===== config.mk =====
export PLATFORM = sky130hd
export DESIGN_NAME = tic_counter
export DESIGN_NICKNAME = d
export VERILOG_FILES = /design/src/tic_pkg.sv /design/src/tic_counter.sv
export SDC_FILE = /design/constraint.sdc
export NUM_CORES = 1
export LEC_CHECK = 0
export BUFFER_PORTS_ARGS = -buffer_cell sky130_fd_sc_hd__buf_2
export CORE_AREA = 2 2 154 118
export CTS_CLUSTER_SIZE = 10
export DETAILED_ROUTE_END_ITERATION = 6
export DIE_AREA = 0 0 156 120
export GPL_TIMING_DRIVEN = 0
export HOLD_SLACK_MARGIN = 0.15
export PLACE_DENSITY = 0.55
export SKIP_CTS_REPAIR_TIMING = 1
export SYNTH_ARGS = -nofsm -noshare
export SYNTH_HDL_FRONTEND = slang
export SYNTH_SLANG_ARGS = --single-unit

===== constraint.sdc =====
create_clock -name core_clk -period 2.7 [get_ports core_clk]
set_input_delay 0.27 -clock core_clk [delete_from_list [all_inputs] [get_ports core_clk]]
set_output_delay 0.27 -clock core_clk [all_outputs]
set_load 0.05 [all_outputs]

===== src/tic_pkg.sv =====
// Purpose: Shared constants for the time interval counter
// Assumes: 250 MHz core clock, APB register access
// Notes: Register offsets are word indices; byte address is four times the index

package tic_pkg;
    // Word indices of the registers
    localparam logic [7:0] IDX_CTRL = 8'ha1;
    localparam logic [7:0] IDX_SUB = 8'ha2;
    localparam logic [7:0] IDX_SEC = 8'ha3;
    localparam logic [7:0] IDX_MIN = 8'ha4;
    localparam logic [7:0] IDX_HOUR = 8'ha5;
    localparam logic [7:0] IDX_CMP = 8'ha6;
    localparam logic [7:0] IDX_IRQ_STAT = 8'ha7;
    localparam logic [7:0] IDX_IRQ_MASK = 8'ha8;

    // Control register field positions
    localparam int CTRL_TEN = 0;
    localparam int CTRL_IEN = 1;
    localparam int CTRL_FLAG = 2;
    localparam int CTRL_SINGLE = 3;
    localparam int CTRL_SEL_LO = 4;
    localparam int CTRL_SEL_HI = 5;
    localparam int CTRL_COMPAT = 6;

    // Values after reset
    localparam logic [7:0] RST_TIME = 8'h00;
    localparam logic [7:0] RST_CMP = 8'h00;
    localparam logic [1:0] RST_SEL = 2'h0;

    // Top counts of the time registers
    localparam logic [7:0] SUB_MAX = 8'h7f;
    localparam logic [7:0] SEC_MAX = 8'h3b;
    localparam logic [7:0] MIN_MAX = 8'h3b;
    localparam logic [7:0] HOUR_MAX = 8'h17;

    // Interval base selections
    localparam logic [1:0] SEL_SUB = 2'h0;
    localparam logic [1:0] SEL_SEC = 2'h1;
    localparam logic [1:0] SEL_MIN = 2'h2;
    localparam logic [1:0] SEL_HOUR = 2'h3;

    // Tick period of 1/128 second and its cycle count at the core rate
    localparam longint TICK_PERIOD_NS = 7812500;
    localparam longint CLK_MHZ = 250;
    localparam int TICK_CYCLES = int'((TICK_PERIOD_NS * CLK_MHZ) / 1000);
endpackage


===== src/tic_counter.sv =====
// Purpose: Time-of-day timebase with 8-bit interval counter and APB slave
// Assumes: Single 250 MHz clock, synchronous active-high reset
// Notes: pready answers one cycle into the access phase

`timescale 1ns/1ps

module tic_counter #(
    parameter int TICK_DIV = tic_pkg::TICK_CYCLES,
    parameter int ADDR_W = 12
) (
    input wire logic core_clk,
    input wire logic reset,
    input wire logic psel,
    input wire logic penable,
    input wire logic pwrite,
    input wire logic [ADDR_W-1:0] paddr,
    input wire logic [31:0] pwdata,
    output logic [31:0] prdata,
    output logic pready,
    output logic pslverr,
    output logic irq
);

    // Reject sizes the logic cannot serve, at elaboration
    if (TICK_DIV < 1 || ADDR_W < 10) begin : g_bad_size
        $error("tic_counter: TICK_DIV must be >= 1 and ADDR_W >= 10");
    end
    // Keeps the line count of the old check

    typedef struct packed {
        logic [1:0] sel;
        logic single;
        logic flag;
        logic ien;
        logic ten;
        logic compat;
        logic [7:0] sub;
        logic [7:0] sec;
        logic [7:0] min;
        logic [7:0] hour;
        logic [7:0] cmp;
        logic [7:0] icnt;
        logic [31:0] presc;
        logic irq_stat;
        logic irq_mask;
        logic pready;
        logic pslverr;
        logic [31:0] prdata;
        logic irq;
    } tic_state_t;

    tic_state_t r;
    tic_state_t n;

    // Increment with wrap at a top count
    function automatic logic [7:0] tic_inc_wrap(input logic [7:0] v, input logic [7:0] top);
        return (v == top) ? 8'h00 : v + 8'h01;
    endfunction

    function automatic logic tic_mapped(input logic [7:0] idx);
        return idx >= tic_pkg::IDX_CTRL && idx <= tic_pkg::IDX_IRQ_MASK;
    endfunction

    logic [7:0] idx;
    logic acc_wr;
    logic tick;
    logic wrap_sub;
    logic wrap_sec;
    logic wrap_min;
    logic adv;
    logic [7:0] icnt_inc;
    logic match;

    assign idx = paddr[9:2];
    // Write lands only at the edge where pready is sampled high
    assign acc_wr = psel && penable && pwrite && r.pready && tic_mapped(idx);
    // Prescaler tick; nothing moves while the timebase is off
    assign tick = r.ten && (r.presc == 32'(TICK_DIV - 1));
    assign wrap_sub = tick && (r.sub == tic_pkg::SUB_MAX);
    assign wrap_sec = wrap_sub && (r.sec == tic_pkg::SEC_MAX);
    assign wrap_min = wrap_sec && (r.min == tic_pkg::MIN_MAX);
    assign icnt_inc = r.icnt + 8'h01;
    assign match = icnt_inc == r.cmp;

    // Interval advance picked by the base select bits
    always_comb begin
        unique case (r.sel)
            tic_pkg::SEL_SUB: adv = tick;
            tic_pkg::SEL_SEC: adv = wrap_sub;
            tic_pkg::SEL_MIN: adv = wrap_sec;
            tic_pkg::SEL_HOUR: adv = wrap_min;
        endcase
        adv = adv && r.ien;
    end

    // Next state: bus writes first, hardware events after so a set wins over a clear
    always_comb begin
        n = r;
        n.pready = 1'b0;
        n.pslverr = 1'b0;

        // Access phase: one wait state, then answer with read data
        if (psel && penable && !r.pready) begin
            n.pready = 1'b1;
            n.pslverr = !tic_mapped(idx);
            n.prdata = 32'h0;
            unique case (idx)
                tic_pkg::IDX_CTRL: n.prdata[7:0] = {1'b0, r.compat, r.sel, r.single,
                                                    r.flag, r.ien, r.ten};
                tic_pkg::IDX_SUB: n.prdata[7:0] = r.sub;
                tic_pkg::IDX_SEC: n.prdata[7:0] = r.sec;
                tic_pkg::IDX_MIN: n.prdata[7:0] = r.min;
                tic_pkg::IDX_HOUR: n.prdata[7:0] = r.hour;
                tic_pkg::IDX_CMP: n.prdata[7:0] = r.cmp;
                tic_pkg::IDX_IRQ_STAT: n.prdata[0] = r.irq_stat;
                tic_pkg::IDX_IRQ_MASK: n.prdata[0] = r.irq_mask;
                default: n.prdata = 32'h0;
            endcase
        end

        // Register writes
        if (acc_wr) begin
            unique case (idx)
                tic_pkg::IDX_CTRL: begin
                    n.ten = pwdata[tic_pkg::CTRL_TEN];
                    n.ien = pwdata[tic_pkg::CTRL_IEN];
                    // Writing zero clears the flag; writing one leaves it
                    n.flag = r.flag && pwdata[tic_pkg::CTRL_FLAG];
                    n.single = pwdata[tic_pkg::CTRL_SINGLE];
                    n.sel = pwdata[tic_pkg::CTRL_SEL_HI:tic_pkg::CTRL_SEL_LO];
                    n.compat = pwdata[tic_pkg::CTRL_COMPAT];
                end
                // Time preset only while stopped, avoids racing the counters
                tic_pkg::IDX_SUB: if (!r.ten) n.sub = pwdata[7:0];
                tic_pkg::IDX_SEC: if (!r.ten) n.sec = pwdata[7:0];
                tic_pkg::IDX_MIN: if (!r.ten) n.min = pwdata[7:0];
                tic_pkg::IDX_HOUR: if (!r.ten) n.hour = pwdata[7:0];
                tic_pkg::IDX_CMP: n.cmp = pwdata[7:0];
                tic_pkg::IDX_IRQ_STAT: n.irq_stat = r.irq_stat && !pwdata[0];
                tic_pkg::IDX_IRQ_MASK: n.irq_mask = pwdata[0];
                default: n.cmp = n.cmp;
            endcase
        end

        // Prescaler for the 1/128 s tick
        if (!r.ten) begin
            n.presc = 32'h0;
        end else if (tick) begin
            n.presc = 32'h0;
        end else begin
            n.presc = r.presc + 32'h1;
        end

        // Time-of-day chain
        if (tick) begin
            n.sub = tic_inc_wrap(r.sub, tic_pkg::SUB_MAX);
        end
        if (wrap_sub) begin
            n.sec = tic_inc_wrap(r.sec, tic_pkg::SEC_MAX);
        end
        if (wrap_sec) begin
            n.min = tic_inc_wrap(r.min, tic_pkg::MIN_MAX);
        end
        if (wrap_min) begin
            n.hour = tic_inc_wrap(r.hour, tic_pkg::HOUR_MAX);
        end

        // Interval counter and timeout
        if (adv) begin
            if (match) begin
                n.flag = 1'b1;
                n.irq_stat = 1'b1;
                n.icnt = 8'h00;
                if (r.single) begin
                    n.ien = 1'b0;
                end
            end else begin
                n.icnt = icnt_inc;
            end
        end
        // Stopped counter holds zero
        if (!n.ien || !n.ten) begin
            n.icnt = 8'h00;
        end

        // Level interrupt, gated by its enable
        n.irq = n.irq_stat && n.irq_mask;
    end

    // State register
    always_ff @(posedge core_clk) begin
        if (reset) begin
            r <= '0;
            r.sel <= tic_pkg::RST_SEL;
            r.sub <= tic_pkg::RST_TIME;
            r.sec <= tic_pkg::RST_TIME;
            r.min <= tic_pkg::RST_TIME;
            r.hour <= tic_pkg::RST_TIME;
            r.cmp <= tic_pkg::RST_CMP;
        end else begin
            r <= n;
        end
    end

    assign prdata = r.prdata;
    assign pready = r.pready;
    assign pslverr = r.pslverr;
    assign irq = r.irq;
endmodule // tic_counter


==> results of run 1 <==
==> sequential cells by signal, summed over array words and instances, names as in the netlist <==
signal and count:
irq 1, prdata 8, pslverr 1, r 89, pready 1
==> worst max-delay path by stage <==
stage | startpoint | end | slack [ps] | cells after the start
6_report | r[93] | r[74] | 100 | 9
5_1_grt | r[93] | r[73] | -40 | 9
4_1_cts | r[93] | r[74] | -570 | 8
3_5_place_dp | r[93] | r[75] | -540 | 8
3_3_place_gp | r[93] | r[72] | -650 | 8
2_1_floorplan | pready | r[103] | 60 | 7
==> layout make-up <==
class | count | area, um2
inverters | 14 | 52.6
plain buffers | 64 | 382
clock inverters | 7 | 81.3
well taps | 220 | 275
repair buffers | 45 | 273
fillers | 1765 | 10300
flip-flops and latches | 100 | 2000
multi-input cells | 584 | 3680
clock buffers | 9 | 225
==> Yosys cell counts (3+ instances only) <==
cell type / n / area share, %
nor2_1: 104 / 6.6
dfxtp_1: 100 / 34
nand2_1: 54 / 3.4
nand3_1: 48 / 4.0
a21oi_1: 41 / 3.5
buf_4: 32 / 4.0
nor3_1: 26 / 2.2
o21ai_0: 26 / 2.2
clkbuf_1: 25 / 1.6
xnor2_1: 25 / 3.7
mux2i_1: 21 / 3.5
xor2_1: 21 / 3.1
a31oi_1: 14 / 1.5
inv_1: 14 / 0.89
nand4_1: 14 / 1.5
nor4_1: 14 / 1.5
and3_1: 13 / 1.4
a211oi_1: 10 / 1.3
a22oi_1: 10 / 1.3
mux2_2: 10 / 1.9
and2_1: 9 / 0.95
nand3b_1: 8 / 1.0
ha_1: 7 / 1.5
nor2b_1: 7 / 0.74
nor4b_1: 7 / 1.0
and4_1: 6 / 0.89
o221ai_1: 6 / 0.89
buf_2: 5 / 0.42
a32oi_1: 4 / 0.59
nand2b_1: 4 / 0.42
o31a_1: 4 / 0.59
or2_2: 4 / 0.42
or3_1: 4 / 0.42
a221o_1: 3 / 0.51
o21a_1: 3 / 0.38
==> power breakdown <==
group / leakage, nW / switching (mW) / internal, mW
sequential: 0.807 / 0.00468 / 1.48
combinational: 1.43 / 0.192 / 0.0737
clock: 0.152 / 0.636 / 0.734
==> metrics by stage <==
stage          area, um2  hold slack [ps]  worst slack [ps]  util (%)  instances
2_1_floorplan       6020              351              59.9         -        762
3_3_place_gp        6450              443              -646      37.3       1013
3_5_place_dp        6450              450              -540      37.3       1013
4_1_cts             6760              181              -565      39.1       1029
5_1_grt             6970              201             -42.3      40.3       1043
6_report            6970              183              98.4      40.3       1043
==> layer usage <==
| layer | up-vias | track usage, % | part of all wire, % |
|---|---|---|---|
| met5 | - | 0 | 0 |
| met3 | 26 | 4.04 | 6.3 |
| met2 | 197 | 28.7 | 44 |
| met4 | 0 | 5.10 | 1.6 |
| li1 | 2771 | - | - |
| met1 | 2586 | 27.2 | 48 |
==> kinds of logic (layout without fill, tap and decap cells) <==
kind of cell	after synthesis	after routing	synth area share, %
muxes	32	32	5.82
AOI/OAI and AO/OA	136	136	14.9
and+or+nand+nor	339	339	30.0
other	1	24	0.0632
xor gates and xnor gates	46	46	6.79
adders and majority gates	7	7	1.48
buffers and inverters	78	139	7.19
DFF	100	100	33.7
==> worst max-delay path: cells and delay by family, from the launching register on <==
kind	cells	cell delay [ps]
and+or+nand+nor	2	490
DFF	1	460
AOI/OAI and AO/OA	4	910
adders and majority gates	1	260
buffers and inverters	2	370
==> results.yml, run 1 <==
power_and_ir_drop:
  ir_worst_vdd_uv: 229
  power.density_mw_per_mm2: 448
  p_total_mw: 3.12
  p_leak_nw: 2.39
finish:
  mostFrequentLayoutCells: "nor2_1, dfxtp_1, nand2_1"
  final_common_cell: "nor2_1"
  drive_gt1_share_pct: 17.0
  n_antenna_cell: 0
  syn2layout_area_growth_pct: 17.4
  nNetsFinal: 874
logic_synthesis:
  ys_types: 64
  seq_area_frac_synth_pct: 33.7
  synth_edf_count: 0
  syn-cell-area_mm2: 0.00594
  synth_flop_cell: "dfxtp_1"
  synthArstFlopShare_pct: 0
  postSynthAreaPerCell_um2: 8.03
  syn_inst: 739
  ys_warn_count: 0
  synth_seq_cells: 100
clock_tree:
  clock-root-buffer: "clkbuf_16"
  cts_buffers: 9
  clockBufferDepth: 2
  h-tree-depth: 3
  cts_sinks: 100
  clk_latency_ps: 360
  cts_tree: "done"
  cts.reportedPaths.clkPinSlew_ps: 70
sta:
  skew_ps: 8.48
  fmax_mhz: 384
  final.setup.tns_ps: 0
  timing.final.hold_violations: 0
  final.period_utilization_pct: 96.4
  setup_viol: 0
  maxSlewViolCount: 0
  relSlewSlack_pct: 39.0
  worst_pin_slew_ps: 908
  fin_crit_ps: 2600
setup_path:
  r2r_end: "r[74]"
  startpoint_type: "register"
  crit_slowest_cell: "dfxtp_1"
  r2r_slack_ps: 100
  r2r-start: "r[93]"
  crit_fanout: 10
  crit_path_end_kind: "register"
  path_cells: "ha_1 -> nand2_1 -> nor4_4 -> o211ai_1 -> a211o_1 -> buf_2 -> o31ai_4 -> buf_12 -> a31oi_1"
  crit_path_max_incr_delay_ps: 460
  critical_path_class: "register to register"
  r2r_cells: 9
  critPathArrivalTime_ps: 2850
  cp.required_ps: 2950
grt:
  track_usage_pct: 19.0
  grt_max_degree: 19
  grt_pass1_wl_um: 27600
  overflow: 0
  grt_pass1_vias: 5066
  antenna_found_initial: 0
route:
  initialDrtViolationCount: 575
  wl_um: 17600
  viasPerCell: 5.35
  postRouteAntennaNets: 0
  drc: 0
  wl_per_cell_um: 16.8
  dr.pass1.iters: 5
  vias: 5580
place:
  hpwlAfterDp_um: 12700
  gp_congestion: 0.879
  numPortBuffers: 31
floorplan:
  core_mm2: 0.0173
  die_h_um: 120
  dieArea_mm2: 0.0187
  die_w_um: 156
  core.rowCount: 42
  ios: 84
  start_util_pct: 34.3
worst_hold_path:
  min_path_cells: 3
  hold_class: "input port to register"
  holdPathEnd: "pready"
  worstHoldStart: "penable"
outcome:
  status: "finished clean"
job:
  max_cap_violations: 0
(Power assumes the default switching activity.)
==> run 2: changes to the inputs <==
==> constraint.sdc (replaced) <==
create_clock -name core_clk -period 2.7 [get_ports core_clk]
set_input_delay 0.135 -clock core_clk [delete_from_list [all_inputs] [get_ports core_clk]]
set_output_delay 0.135 -clock core_clk [all_outputs]
set_load 0.05 [all_outputs]
==> results.yml, run 2 (synthesized netlist as in run 1, its figures left out) <==
outcome:
  status: "finished clean"
floorplan:
  die_h_um: 120
  core_mm2: 0.0173
  ios: 84
  die_w_um: 156
  core.rowCount: 42
  dieArea_mm2: 0.0187
  start_util_pct: 34.3
setup_path:
  cp.required_ps: 2950
  crit_path_end_kind: "register"
  r2r_slack_ps: 100
  r2r_end: "r[74]"
  r2r-start: "r[93]"
  critical_path_class: "register to register"
  crit_fanout: 10
  startpoint_type: "register"
  critPathArrivalTime_ps: 2850
  r2r_cells: 9
route:
  initialDrtViolationCount: 578
  wl_per_cell_um: 16.8
  vias: 5576
  viasPerCell: 5.32
  drc: 0
  dr.pass1.iters: 5
  postRouteAntennaNets: 0
  wl_um: 17600
grt:
  grt_max_degree: 19
  grt_pass1_wl_um: 27600
  grt_pass1_vias: 5066
  track_usage_pct: 19.0
  overflow: 0
  antenna_found_initial: 0
sta:
  skew_ps: 8.37
  setup_viol: 0
  final.period_utilization_pct: 96.2
  fin_crit_ps: 2600
  maxSlewViolCount: 0
  timing.final.hold_violations: 0
  setup_ws_ps: 103
  worst_pin_slew_ps: 866
  relSlewSlack_pct: 41.8
  fmax_mhz: 385
  final.setup.tns_ps: 0
finish:
  regMostFlops: "r"
  design_area_mm2: 0.00702
  n_antenna_cell: 0
  mostFrequentLayoutCells: "nor2_1, dfxtp_1, nand2_1"
  nNetsFinal: 879
  final_common_cell: "nor2_1"
  stdcell_count: 1048
  largest_register_ff_count: 89
  syn2layout_area_growth_pct: 18.2
  drive_gt1_share_pct: 16.9
power_and_ir_drop:
  pwr-share-seq_pct: 47.5
  p_total_mw: 3.13
  power_switching_mw: 0.833
  power.density_mw_per_mm2: 446
  p_leak_nw: 2.41
  switching_share_pct: 26.6
  internal_power_mw: 2.29
  p_clk_share_pct: 43.8
  ir_worst_vdd_uv: 228
  power_frac_comb_pct: 8.7
clock_tree:
  h-tree-depth: 3
  clk_latency_ps: 360
  clock-root-buffer: "clkbuf_16"
  cts_tree: "done"
  cts.reportedPaths.clkPinSlew_ps: 70
  cts_sinks: 100
  clockBufferDepth: 2
  cts_buffers: 9
place:
  numPortBuffers: 31
  placed_cell_area_mm2: 0.00645
  place_inst: 1013
  preCtsSetupSlack_ps: -540
  hpwlAfterDp_um: 12700
  gp_congestion: 0.879
worst_hold_path:
  min_path_cells: 3
  hold_class: "input port to register"
  holdPathEnd: "r[80]"
  worstHoldStart: "pwdata[3]"
job:
  max_cap_violations: 0
## run 2: worst max-delay path, cell delays in order, from the launching register on
cell	delay, ps
dfxtp_1	450
ha_1	260
nand2_1	160
nor4_4	340
o211ai_1	220
a211o_1	340
buf_2	210
o31ai_4	310
buf_12	160
a31oi_1	40
## run 2: power by group through the flow
stage	Clock, mW	Sequential, mW	Combinational, mW
after CTS	1.40	1.49	0.262
final	1.37	1.49	0.272
after detailed placement	0	1.52	0.262
after floorplan	0	1.52	0.193
after global placement	0	1.52	0.262
after global routing	1.46	1.49	0.288
## run 2: worst max path at each step
stage	from	endpoint	cells past startpoint
floorplan	pready	r[103]	7
global placement	r[93]	r[72]	8
detailed placement	r[93]	r[75]	8
CTS	r[93]	r[74]	8
global route	r[93]	r[73]	9
finish	r[93]	r[74]	9
## run 2: area by class of cell
type                            count  area (um2)
Buffer                             64         382
Clock buffer                        9         225
Clock inverter                      7        81.3
Fill cell                        1765       10300
Inverter                           14        52.6
Multi-Input combinational cell    584        3680
Sequential cell                   100        2000
Tap cell                          220         275
Timing Repair Buffer               50         323
## run 2: per-stage QoR
stage               hold slack, ps  utilization [%]
finish                         122             40.6
global route                   152             40.6
CTS                           46.5             39.1
detailed placement             426             37.3
global placement               423             37.3
floorplan                      216                -
## run 2: per-layer routing
metal | routed length [um] | track usage, % | up-vias
met1 | 8520 | 27.2 | 2588
met2 | 7660 | 28.7 | 179
met5 | 0 | 0 | -
met4 | 320 | 5.10 | 0
met3 | 1090 | 4.04 | 28
li1 | - | - | 2781
==> run 3: changes to the inputs <==
--- a/config.mk
+++ b/config.mk
@@ -13,6 +13,7 @@
 export GPL_TIMING_DRIVEN = 0
 export HOLD_SLACK_MARGIN = 0.15
 export PLACE_DENSITY = 0.55
+export REMOVE_ABC_BUFFERS = 1
 export SKIP_CTS_REPAIR_TIMING = 1
 export SYNTH_ARGS = -nofsm -noshare
 export SYNTH_HDL_FRONTEND = slang
==> results.yml, run 3 (synthesized netlist as in run 1, its figures left out) <==
power_and_ir_drop:
  power_frac_comb_pct: 7.3
  pwr-share-seq_pct: 47.9
  power.density_mw_per_mm2: 458
  ir_worst_vdd_uv: 225
  internal_power_mw: 2.28
  p_clk_share_pct: 44.9
  switching_share_pct: 26.5
  power_switching_mw: 0.823
  p_leak_nw: 2.21
finish:
  largest_register_ff_count: 89
  final_common_cell: "nor2_1"
  fillers: 1784
  nNetsFinal: 828
  mostFrequentLayoutCells: "nor2_1, dfxtp_1, nand2_1"
  regMostFlops: "r"
  stdcell_count: 997
  multi_input_area_mm2: 0.00371
  syn2layout_area_growth_pct: 14.2
  drive_gt1_share_pct: 14.4
  register_area_mm2: 0.00200
  n_antenna_cell: 0
grt:
  antenna_found_initial: 0
  track_usage_pct: 17.3
  overflow: 0
  grt_pass1_wl_um: 25500
  grt_pass1_vias: 4662
  grt_max_degree: 61
route:
  wl_met3_um: 902
  postRouteAntennaNets: 0
  drc: 0
  highest_layer: "met4"
  viasPerCell: 5.35
  wl_per_cell_um: 16.6
  wl_um: 16600
  vias: 5332
  dr.pass1.iters: 7
  met2_length_um: 7080
  initialDrtViolationCount: 454
  wl_met1_um: 8380
clock_tree:
  cts_tree: "done"
  clockBufferDepth: 2
  clk_latency_ps: 360
  cts_buffers: 9
  cts.reportedPaths.clkPinSlew_ps: 70
  cts_sinks: 100
  clock-root-buffer: "clkbuf_16"
  h-tree-depth: 3
sta:
  skew_ps: 8.10
  worst_pin_slew_ps: 1230
  relSlewSlack_pct: 18.0
  fmax_mhz: 384
  fin_hold_ws_ps: 134
  final.period_utilization_pct: 96.5
  setup_viol: 0
  maxSlewViolCount: 0
  timing.final.hold_violations: 0
  fin_crit_ps: 2610
setup_path:
  r2r_cells: 8
  crit_fanout: 10
  crit_path_end_kind: "register"
  cp.required_ps: 2950
  startpoint: "r[101]"
  cp.depth: 8
  startpoint_type: "register"
  critPathArrivalTime_ps: 2860
  crit_path_max_incr_delay_ps: 510
  critical_path_class: "register to register"
  path_buf_inv: 1
  crit_slowest_cell: "a211o_2"
  path_cells: "ha_1 -> nor4b_4 -> and2_2 -> o211ai_1 -> a211o_2 -> o31ai_4 -> buf_12 -> a31oi_1"
  r2r-start: "r[101]"
  cp_top_family: "compound AO/OA/AOI/OAI gates"
place:
  gp_congestion: 0.823
  numPortBuffers: 31
  hpwlAfterDp_um: 11200
  place_inst: 950
floorplan:
  die_h_um: 120
  ios: 84
  core.rowCount: 42
  core_mm2: 0.0173
  dieArea_mm2: 0.0187
  die_w_um: 156
  start_util_pct: 34.3
worst_hold_path:
  hold_class: "input port to register"
  min_path_cells: 3
  worstHoldStart: "pwdata[6]"
job:
  max_cap_violations: 0
outcome:
  status: "finished clean"
## run 3: path summary, 6_finish.rpt
check	to	slack, ps
hold / removal	r[117]	130
setup / recovery	r[75]	90
hold reg to reg	r[117]	470
setup reg to reg	r[75]	90
## run 3: area by class of cell
type	count	area share, %
Clock buffer	10	3.53
Multi-Input combinational cell	585	54.8
Inverter	14	0.775
Clock inverter	6	1.07
Sequential cell	100	29.5
Tap cell	220	4.06
Timing Repair Buffer	62	6.22
## run 3: layer usage
metal / track usage [%] / vias to the layer above
li1: - / 2685
met1: 25.7 / 2480
met2: 25.3 / 148
met3: 3.76 / 19
met4: 4.07 / 0
met5: 0 / -
## run 3: tightest hold or removal path, cell delays in order
cell and delay [ps]:
buf_2 170, nand3_1 90, a21oi_1 50
## run 3: power groups by stage
stage	Sequential [mW]	Combinational (mW)	Clock (mW)
after global placement	1.52	0.215	0
final	1.49	0.226	1.39
after floorplan	1.55	0.110	0
after CTS	1.49	0.216	1.42
after detailed placement	1.52	0.216	0
after global routing	1.49	0.238	1.46
## run 3: stage by stage
step           area [um2]  utilization [%]  total power, mW  TNS (ps)  setup WS (ps)
2_1_floorplan        5650                -             1.66      -157           -104
3_3_place_gp         6080             35.2             1.74    -52380           -867
3_5_place_dp         6100             35.3             1.74    -40080           -884
4_1_cts              6410             37.1             3.12    -41320           -888
5_1_grt              6780             39.2             3.19      -240          -37.7
6_report             6780             39.2             3.10         0           94.6
